## config.mk

```make
export PLATFORM = sky130hd
export DESIGN_NAME = emp_ext_mem
export DESIGN_NICKNAME = d
export VERILOG_FILES = /design/src/core/emp_pkg.sv /design/src/core/emp_ext_mem.sv /design/src/core/emp_decode.sv
export SDC_FILE = /design/constraint.sdc
export NUM_CORES = 1
export LEC_CHECK = 0
export BUFFER_PORTS_ARGS = -buffer_cell sky130_fd_sc_hd__buf_4
export CORE_MARGIN = 1.5
export CORE_UTILIZATION = 24
export CTS_CLUSTER_DIAMETER = 30
export DETAILED_ROUTE_END_ITERATION = 8
export PLACE_DENSITY_LB_ADDON = 0.3
export REMOVE_ABC_BUFFERS = 1
export SLEW_MARGIN = 5
export SYNTH_ARGS = -nofsm -noshare
export SYNTH_HDL_FRONTEND = slang
export SYNTH_SLANG_ARGS = --single-unit
```

## constraint.sdc

```tcl
create_clock -name sys_clk -period 5.46 [get_ports sys_clk]
set_input_delay 1.092 -clock sys_clk [delete_from_list [all_inputs] [get_ports sys_clk]]
set_output_delay 1.092 -clock sys_clk [all_outputs]
set_load 0.1 [all_outputs]
```

## src/core/emp_pkg.sv

```systemverilog
/*
  Constants for the external memory paging interface: register offsets,
  field positions, reset values, address windows and timing counts.
  Assumes a 50 MHz core clock.
*/
package emp_pkg;

  // Register offsets
  localparam logic [15:0] EMP_PAGE_ONE_OFS  = 16'hC018;
  localparam logic [15:0] EMP_PAGE_TWO_OFS  = 16'hC01A;
  localparam logic [15:0] EMP_CTRL_OFS      = 16'hC03A;
  localparam logic [15:0] EMP_UPPER_EN_OFS  = 16'hC03C;
  localparam logic [15:0] EMP_STATUS_OFS    = 16'hC03E;

  // Control register fields
  localparam int          EMP_CTRL_W          = 6;
  localparam int          EMP_CTRL_WAIT_LSB   = 0;
  localparam int          EMP_CTRL_WAIT_W     = 3;
  localparam int          EMP_CTRL_WIDE_BIT   = 3;
  localparam int          EMP_CTRL_RAMM_BIT   = 4;
  localparam int          EMP_CTRL_ROMM_BIT   = 5;
  localparam logic [5:0]  EMP_CTRL_RST        = 6'h00;
  localparam int          EMP_UPPER_EN_BIT    = 0;

  // Status register fields
  localparam int          EMP_STAT_BUSY_BIT   = 0;
  localparam int          EMP_STAT_HOLE_BIT   = 1;
  localparam int          EMP_STAT_BOOT_BIT   = 2;

  localparam logic [15:0] EMP_PAGE_RST        = 16'h0000;

  // Processor address windows
  localparam logic [15:0] EMP_XMEM_LO   = 16'h8000;
  localparam logic [15:0] EMP_XMEM_HI   = 16'hBFFF;
  localparam logic [15:0] EMP_PAGE2_LO  = 16'hA000;
  localparam logic [15:0] EMP_RAM_LO    = 16'h4000;
  localparam logic [15:0] EMP_RAM_HI    = 16'h7FFF;
  localparam logic [15:0] EMP_ROM_LO    = 16'hC100;
  localparam logic [15:0] EMP_ROM_HI    = 16'hDFFF;
  localparam logic [15:0] EMP_HOLE_LO   = 16'hC000;
  localparam logic [15:0] EMP_HOLE_HI   = 16'hC0FF;

  // External address formation
  localparam int          EMP_PAGE_OFS_W  = 13;
  localparam int          EMP_PAGE_BITS   = 6;
  localparam logic [3:0]  EMP_UPPER_IDLE  = 4'hF;
  localparam logic [18:0] EMP_ADDR_RST    = 19'h78000;

  // Timing
  localparam int          EMP_CLK_MHZ       = 50;
  localparam int          EMP_WAIT_STEP_NS  = 21;
  localparam int          EMP_WAIT_STEP_CYC = (EMP_WAIT_STEP_NS * EMP_CLK_MHZ + 999) / 1000;
  localparam int          EMP_BOOT_TIME_US  = 3000;
  localparam int          EMP_BOOT_CYCLES   = EMP_BOOT_TIME_US * EMP_CLK_MHZ;
  localparam int          EMP_WCNT_W        = 5;

  typedef enum logic [3:0] {
    EMP_IDLE    = 4'b0001,
    EMP_SETUP   = 4'b0010,
    EMP_STROBE  = 4'b0100,
    EMP_RELEASE = 4'b1000
  } emp_state_t;

endpackage

```

## src/core/emp_ext_mem.sv

```systemverilog
/*
  External memory paging interface: strobe timing with wait states,
  chip select decode with merges, two page registers and upper address
  control for 8-bit or 16-bit external SRAM or ROM.
  Assumes a processor that waits for cpu_ready and a register port
  on the same clock; memory data is stable when the strobe rises.
*/
`timescale 1ns/1ps
module emp_ext_mem
  import emp_pkg::*;
#(
  parameter int BOOT_CYCLES = EMP_BOOT_CYCLES
)
(
  input  wire logic        sys_clk,
  input  wire logic        rst,
  input  wire logic        ce,
  input  wire logic [15:0] cpu_addr,
  input  wire logic [15:0] cpu_wdata,
  input  wire logic [1:0]  cpu_byte_en,
  input  wire logic        cpu_rd_req,
  input  wire logic        cpu_wr_req,
  input  wire logic        cpu_fetch,
  output logic             cpu_ready,
  output logic             cpu_ack,
  output logic             cpu_refused,
  output logic [15:0]      cpu_rdata,
  input  wire logic [15:0] reg_addr,
  input  wire logic [15:0] reg_wdata,
  input  wire logic        reg_wr,
  input  wire logic        reg_rd,
  output logic [15:0]      reg_rdata,
  output logic [18:0]      ext_addr,
  output logic [15:0]      ext_data_o,
  output logic             ext_data_oe,
  input  wire logic [15:0] ext_data_i,
  output logic             write_strobe_n,
  output logic             read_strobe_n,
  output logic             ext_window_select_n,
  output logic             ram_chip_select_n,
  output logic             rom_chip_select_n,
  output logic             low_byte_enable_n,
  output logic             high_byte_enable_n,
  output logic             boot_active
);

  import emp_pkg::*;

  typedef struct packed {
    emp_state_t              st;
    logic [15:0]             page_one;
    logic [15:0]             page_two;
    logic [EMP_CTRL_W-1:0]   ctrl;
    logic                    upper_en;
    logic                    hole;
    logic [17:0]             boot_cnt;
    logic                    boot_act;
    logic [EMP_WCNT_W-1:0]   wcnt;
    logic [EMP_WCNT_W-1:0]   wload;
    logic                    wide;
    logic                    lane;
    logic                    last;
    logic                    wr;
    logic [15:0]             wdata;
    logic [15:0]             rdata;
    logic                    ack;
    logic                    refused;
    logic [15:0]             reg_rdata;
    logic [18:0]             ext_addr;
    logic [15:0]             dout;
    logic                    dout_oe;
    logic                    wr_n;
    logic                    rd_n;
    logic                    xmem_n;
    logic                    ram_n;
    logic                    rom_n;
    logic                    bel_n;
    logic                    beh_n;
  } emp_regs_t;

  localparam emp_regs_t EMP_REGS_RST = '{
    st:       EMP_IDLE,
    page_one: EMP_PAGE_RST,
    page_two: EMP_PAGE_RST,
    ctrl:     EMP_CTRL_RST,
    boot_act: 1'b1,
    ext_addr: EMP_ADDR_RST,
    wr_n:     1'b1,
    rd_n:     1'b1,
    xmem_n:   1'b1,
    ram_n:    1'b1,
    rom_n:    1'b1,
    bel_n:    1'b1,
    beh_n:    1'b1,
    default:  '0
  };

  emp_regs_t   q;
  emp_regs_t   d;

  logic        xmem_hit;
  logic        page_two_hit;
  logic        ram_hit;
  logic        rom_hit;
  logic        hole_hit;
  logic        req;
  logic [1:0]  be_eff;
  logic [15:0] page_sel;
  logic [18:0] addr_calc;
  logic [15:0] rd_mux;
  logic        hole_set;
  logic        hole_clr;
  logic [3:0]  wait_units;

  emp_decode u_decode (
    .addr         (cpu_addr),
    .ram_merge    (q.ctrl[EMP_CTRL_RAMM_BIT]),
    .rom_merge    (q.ctrl[EMP_CTRL_ROMM_BIT]),
    .xmem_hit     (xmem_hit),
    .page_two_hit (page_two_hit),
    .ram_hit      (ram_hit),
    .rom_hit      (rom_hit),
    .hole_hit     (hole_hit)
  );

  // Only processor requests reach the pins; internal DMA has no port here
  assign req       = (cpu_rd_req || cpu_wr_req) && (q.st == EMP_IDLE);
  assign cpu_ready = (q.st == EMP_IDLE);

  always_comb
  begin
    be_eff = (cpu_byte_en == 2'b00) ? 2'b11 : cpu_byte_en;
    page_sel = page_two_hit ? q.page_two : q.page_one;
    if (xmem_hit)
    begin
      // Page supplies A18..A13, processor supplies the window offset
      addr_calc = {page_sel[EMP_PAGE_BITS-1:0], cpu_addr[EMP_PAGE_OFS_W-1:0]};
    end
    else
    begin
      addr_calc = {3'h0, cpu_addr};
    end
    if (!q.upper_en)
    begin
      addr_calc[18:15] = EMP_UPPER_IDLE;
    end
    if (q.ctrl[EMP_CTRL_WIDE_BIT])
    begin
      addr_calc[0] = 1'b0;
    end
    else
    begin
      addr_calc[0] = ~be_eff[0];
    end
    // One mandatory wait plus up to seven programmed ones
    wait_units = {1'b0, q.ctrl[EMP_CTRL_WAIT_LSB +: EMP_CTRL_WAIT_W]} + 4'h1;
  end

  always_comb
  begin
    unique case (reg_addr)
      EMP_PAGE_ONE_OFS: rd_mux = q.page_one;
      EMP_PAGE_TWO_OFS: rd_mux = q.page_two;
      EMP_CTRL_OFS:     rd_mux = {10'h000, q.ctrl};
      EMP_UPPER_EN_OFS: rd_mux = {15'h0000, q.upper_en};
      EMP_STATUS_OFS:   rd_mux = {13'h0000, q.boot_act, q.hole, (q.st != EMP_IDLE)};
      default:          rd_mux = 16'h0000;
    endcase
  end

  assign hole_clr = reg_wr && (reg_addr == EMP_STATUS_OFS) && reg_wdata[EMP_STAT_HOLE_BIT];
  assign hole_set = req && cpu_fetch && hole_hit;

  always_comb
  begin
    d = q;
    d.ack = 1'b0;
    d.refused = 1'b0;
    d.reg_rdata = reg_rd ? rd_mux : 16'h0000;
    if (reg_wr)
    begin
      unique case (reg_addr)
        EMP_PAGE_ONE_OFS: d.page_one = reg_wdata;
        EMP_PAGE_TWO_OFS: d.page_two = reg_wdata;
        EMP_CTRL_OFS:     d.ctrl = reg_wdata[EMP_CTRL_W-1:0];
        EMP_UPPER_EN_OFS: d.upper_en = reg_wdata[EMP_UPPER_EN_BIT];
        default:          d.ctrl = q.ctrl;
      endcase
    end
    // A new hole fetch wins over a clear in the same cycle
    d.hole = hole_set || (q.hole && !hole_clr);

    if (q.boot_act)
    begin
      if (q.boot_cnt == 18'(BOOT_CYCLES - 1))
      begin
        d.boot_act = 1'b0;
      end
      d.boot_cnt = q.boot_cnt + 18'h00001;
    end

    unique case (q.st)
      EMP_IDLE:
      begin
        if (req)
        begin
          d.wr    = cpu_wr_req;
          d.wdata = cpu_wdata;
          d.rdata = 16'h0000;
          if ((cpu_fetch && hole_hit) || !(xmem_hit || ram_hit || rom_hit))
          begin
            // Nothing external answers here: finish at once with zero data
            d.ack     = 1'b1;
            d.refused = 1'b1;
            d.rdata   = 16'h0000;
          end
          else
          begin
            // Wait count is fixed for the whole access
            d.wload    = EMP_WCNT_W'(wait_units * EMP_WAIT_STEP_CYC - 1);
            d.wcnt     = EMP_WCNT_W'(wait_units * EMP_WAIT_STEP_CYC - 1);
            d.wide     = q.ctrl[EMP_CTRL_WIDE_BIT];
            d.lane     = ~be_eff[0];
            d.last     = q.ctrl[EMP_CTRL_WIDE_BIT] || (be_eff != 2'b11);
            d.ext_addr = addr_calc;
            d.xmem_n   = ~xmem_hit;
            d.ram_n    = ~ram_hit;
            d.rom_n    = ~rom_hit;
            d.dout_oe  = cpu_wr_req;
            if (q.ctrl[EMP_CTRL_WIDE_BIT])
            begin
              d.dout  = cpu_wdata;
              d.bel_n = cpu_wr_req ? ~be_eff[0] : 1'b0;
              d.beh_n = cpu_wr_req ? ~be_eff[1] : 1'b0;
            end
            else
            begin
              d.dout  = {8'h00, be_eff[0] ? cpu_wdata[7:0] : cpu_wdata[15:8]};
              d.bel_n = 1'b1;
              d.beh_n = 1'b1;
            end
            d.st = EMP_SETUP;
          end
        end
      end
      EMP_SETUP:
      begin
        d.wr_n = ~q.wr;
        d.rd_n = q.wr;
        d.st   = EMP_STROBE;
      end
      EMP_STROBE:
      begin
        if (q.wcnt == '0)
        begin
          // Strobe rises here and read data is taken on that edge
          d.wr_n = 1'b1;
          d.rd_n = 1'b1;
          if (!q.wr)
          begin
            if (q.wide)
            begin
              d.rdata = ext_data_i;
            end
            else if (q.lane)
            begin
              d.rdata[15:8] = ext_data_i[7:0];
            end
            else
            begin
              d.rdata[7:0] = ext_data_i[7:0];
            end
          end
          d.st = EMP_RELEASE;
        end
        else
        begin
          d.wcnt = q.wcnt - EMP_WCNT_W'(1);
        end
      end
      EMP_RELEASE:
      begin
        if (!q.last)
        begin
          // Second byte of a word on an 8-bit memory
          d.lane        = 1'b1;
          d.last        = 1'b1;
          d.ext_addr[0] = 1'b1;
          d.dout        = {8'h00, q.wdata[15:8]};
          d.wcnt        = q.wload;
          d.st          = EMP_SETUP;
        end
        else
        begin
          d.xmem_n  = 1'b1;
          d.ram_n   = 1'b1;
          d.rom_n   = 1'b1;
          d.bel_n   = 1'b1;
          d.beh_n   = 1'b1;
          d.dout_oe = 1'b0;
          d.ack     = 1'b1;
          d.st      = EMP_IDLE;
        end
      end
      default:
      begin
        d.st = EMP_IDLE;
      end
    endcase
  end

  always_ff @(posedge sys_clk or posedge rst)
  begin
    if (rst)
    begin
      q <= EMP_REGS_RST;
    end
    else if (ce)
    begin
      q <= d;
    end
  end

  assign cpu_ack             = q.ack;
  assign cpu_refused         = q.refused;
  assign cpu_rdata           = q.rdata;
  assign reg_rdata           = q.reg_rdata;
  assign ext_addr            = q.ext_addr;
  assign ext_data_o          = q.dout;
  assign ext_data_oe         = q.dout_oe;
  assign write_strobe_n      = q.wr_n;
  assign read_strobe_n       = q.rd_n;
  assign ext_window_select_n = q.xmem_n;
  assign ram_chip_select_n   = q.ram_n;
  assign rom_chip_select_n   = q.rom_n;
  assign low_byte_enable_n   = q.bel_n;
  assign high_byte_enable_n  = q.beh_n;
  assign boot_active         = q.boot_act;

endmodule

```

## src/core/emp_decode.sv

```systemverilog
/*
  Chip select and window decoder for processor addresses.
  Assumes a 16-bit byte address from the processor and merge bits
  taken from the control register.
*/
`timescale 1ns/1ps
module emp_decode
  import emp_pkg::*;
(
  input  wire logic [15:0] addr,
  input  wire logic        ram_merge,
  input  wire logic        rom_merge,
  output logic             xmem_hit,
  output logic             page_two_hit,
  output logic             ram_hit,
  output logic             rom_hit,
  output logic             hole_hit
);

  logic in_xmem;
  logic in_ram;
  logic in_rom;

  always_comb
  begin
    in_xmem      = (addr >= EMP_XMEM_LO) && (addr <= EMP_XMEM_HI);
    in_ram       = (addr >= EMP_RAM_LO) && (addr <= EMP_RAM_HI);
    in_rom       = (addr >= EMP_ROM_LO) && (addr <= EMP_ROM_HI);
    hole_hit     = (addr >= EMP_HOLE_LO) && (addr <= EMP_HOLE_HI);
    // Merges never disturb the paging window
    xmem_hit     = in_xmem;
    page_two_hit = in_xmem && (addr >= EMP_PAGE2_LO);
    ram_hit      = in_ram || (ram_merge && in_xmem);
    // ROM merge spans 8000..DFFF but never the C000..C0FF hole
    rom_hit      = in_rom || (rom_merge && in_xmem);
  end

endmodule

```

==> impl_summary.log <==
[metrics] sequential cell area fraction in the yosys report: 0.485
[metrics] starting density of the core: 0.243
[metrics] DRC marker count from the first detailed-route iteration: 210
[metrics] number of different library cells in the post-synthesis netlist: 70
[metrics] core utilization of the finished layout: 0.296
[metrics] Detail Route Antenna Nets: 0
[metrics] final wirelength: 20.9 mm
[metrics] vias in the first global route: 5617
[metrics] number of antenna violations at the first check in global routing: 1
[metrics] Power, Total: 4.78 mW
[metrics] slew at the pin with the worst max-slew slack: 1.02 ns
[metrics] post-synthesis cell type with the largest combined area: dfrtp_1
[metrics] quantity of I/O buffers inserted on ports: 167
[metrics] power per cell area: 468 mW/mm²
[metrics] Post-synth EDFFs: 0
[metrics] Hold Fails Final Rpt: 0
[metrics] vias per inst: 4.36
[metrics] full die area: 0.0361 mm²
[metrics] HPWL after DPL: 14.8 mm
[metrics] final cell count without fillers: 1280
[metrics] proportion of netlist area held by the largest area contributor: 0.445
[metrics] Async SR Flop Fraction: 1.00
[metrics] share of layout cells above drive strength 1: 0.415
[metrics] Hold Slack: 0.466 ns
[metrics] number of gates resized after cts: 0
[metrics] setup-violating endpoint count in the final report: 0
[metrics] Critical Path End Type: output port
[metrics] Max Clock Freq: 0.336 GHz
[metrics] startpoint class of the critical path: register
[metrics] fin crit share: 0.545
[metrics] Vias: 5582
[metrics] most common flop cell mapped by yosys: dfrtp_1
[metrics] area delta synth->final: 21.6%
[metrics] leading cell type in the layout, fill and taps excluded: buf_4
[metrics] CTS clock-pin slew for the worst setup and hold paths: 0.07 ns
[metrics] number of clock buffers inserted by TritonCTS: 17
[metrics] arrival time worst endpoint: 1.88 ns
[metrics] maximum fanout along the worst path: 13
[metrics] Rel. slew slack: 0.321
[metrics] max-capacitance violation count: 0
[metrics] RD Place Congestion: 0.765
[metrics] synthesized area divided by synthesized cell count: 11.7 µm²
[metrics] DIE HEIGHT: 190 µm
[metrics] # nets final: 908
[metrics] Tot GR Track Use: 0.119
[metrics] Routed WL per cell: 16.4 µm
[metrics] cell types occupying the most area after synthesis: dfrtp_1 44%, mux2_2 12%, buf_4 6.2%, mux2i_1 4.7%, dfstp_2 4.1%
[metrics] core footprint: 0.0345 mm²
[metrics] floorplan row count: 68
[metrics] DRC errors left: 0
[metrics] count of boundary I/O pins: 169
[metrics] count of buffers added by post-CTS timing repair for setup: 0
[metrics] first drt pass iteration count: 4
[metrics] unrepaired setup endpoints after global routing: no
[metrics] synthesis-stage register bit count: 162
[metrics] clock tree buffer depth: 2
[metrics] H-Tree Depth: 4
[metrics] cts-stage hold buffer count: 0
[metrics] type of the tightest min-delay check: register to register
[metrics] Warnings, synthesis: 0
[metrics] largest net degree at the start of global routing: 89
[metrics] Crit Path Category: register to output port
[metrics] Setup Total Neg Slack: 0 ns
[metrics] clock root buffer: clkbuf_16
[metrics] status: finished, final reports clean
[metrics] die width: 190 µm
[metrics] required time of the critical path: 4.37 ns
[metrics] worst vdd ir: 334 µV
[metrics] area of the mapped netlist: 0.00839 mm²
[metrics] GRT overflow: 0
[metrics] latest clock arrival within the worst-skew pair: 0.45 ns
[metrics] clock tree from TritonCTS: yes
[metrics] clk sink count: 162
[metrics] leakage dissipation: 4.75 nW
[metrics] number of pins with negative max-slew slack in the final report: 0
[metrics] gate count after technology mapping: 719
[metrics] placed cell count: 1248
[metrics] setup skew after layout: 0.0139 ns
[metrics] global-route wire length before repair: 32.5 mm
[metrics] Antenna diodes: 0
[metrics] leading cell types in the layout, fill and taps excluded: 170 x buf_4, 149 x dfrtp_1, 86 x mux2_2
[metrics] minimum clock period: 2.97 ns
==> cell type report <==
class / instances / area (µm²)
clock inverters: 15 / 183
fillers: 3647 / 24300
flip-flops and latches: 162 / 4070
well taps: 455 / 569
clock buffers: 17 / 425
multi-input cells: 437 / 3570
inverters: 23 / 91.3
repair buffers: 171 / 1300
==> critical path, cell delays in order, from the launching register on <==
cell and delay, ns:
dfrtp_1 0.54, and2b_1 0.32, nand2_2 0.12, inv_2 0.14
buf_4 0.31
==> state kept, by name (all words and copies together) (netlist names), 16 cells and up <==
| name | cells |
|---|---|
| cpu_rdata | 16 |
| ext_data_o | 16 |
| q | 84 |
| reg_rdata | 16 |
| ext_addr | 19 |
==> through the flow <==
| step | cell area, µm² | setup WS, ns |
|---|---|---|
| 2_1_floorplan | 7720 | 0.0129 |
| 4_1_cts | 10200 | 2.47 |
| 6_report | 10200 | 2.49 |
| 3_3_place_gp | 9590 | 2.12 |
| 3_5_place_dp | 9590 | 2.07 |
| 5_1_grt | 10200 | 2.40 |
==> cell usage after synthesis, types with 2 or more instances <==
cell,count
o2bb2ai_1,15
dfrtp_1,149
ha_1,6
inv_1,22
nor4_1,3
nand4_1,5
a21oi_1,17
nand2_1,56
clkbuf_1,14
nor4b_4,2
nor4_4,3
nand2_2,2
nor3_4,2
a21o_1,6
buf_2,8
nor2b_1,5
nand3_1,14
o21ai_0,27
nand4_2,2
buf_6,4
xor2_1,7
nor3_1,7
o22ai_1,2
mux2_1,5
or3_1,2
xnor2_1,14
and4_1,2
nor2_1,33
nor2_4,3
a2bb2oi_1,3
and2_1,2
and3_1,11
nand2b_1,7
mux2i_1,39
mux2_2,86
buf_4,69
nand4_4,2
nor2_2,2
dfstp_2,13
a22oi_1,6
mux2_4,13
==> final timing paths <==
| check | from | to | slack, ns | depth (start not counted) |
|---|---|---|---|---|
| max | q[169] | cpu_ready | 2.49 | 4 |
| min | ext_window_select_n | ext_window_select_n | 0.47 | 2 |
| max reg2reg | q[169] | q[106] | 2.73 | 5 |
| min reg2reg | ext_window_select_n | ext_window_select_n | 0.47 | 2 |
| max in group asynchronous | rst | ext_addr[16] | 3.66 | 3 |
| min in group asynchronous | rst | ext_addr[7] | 0.78 | 2 |
==> metal layers <==
metal  GRT usage  vias up  wire length [µm]
li1            -     2654                 -
met1       0.155     2780              9560
met2       0.185      128              9640
met3      0.0415       18              1460
met4      0.0345        2               253
met5           0        -                17
==> cells by family (layout without fill, tap and decap cells) <==
family                   after synthesis  after routing  share of synthesized area
adder cells (fa/ha/maj)                6              6                    0.00895
AND/OR/NAND/NOR                      173            173                      0.122
multiplexers                         143            143                      0.192
buffers and inverters                120            226                     0.0895
AO/OA/AOI/OAI                         94             94                     0.0803
XOR/XNOR                              21             21                     0.0219
flip-flops                           162            162                      0.485
==> power by group <==
part           internal [mW]  switching, mW  total [mW]  leakage, nW
Clock                  0.658          0.581        1.24        0.291
Sequential              1.41          0.141        1.55         2.13
Combinational          0.552           1.44        1.99         2.33
(Power assumes the default switching activity.)
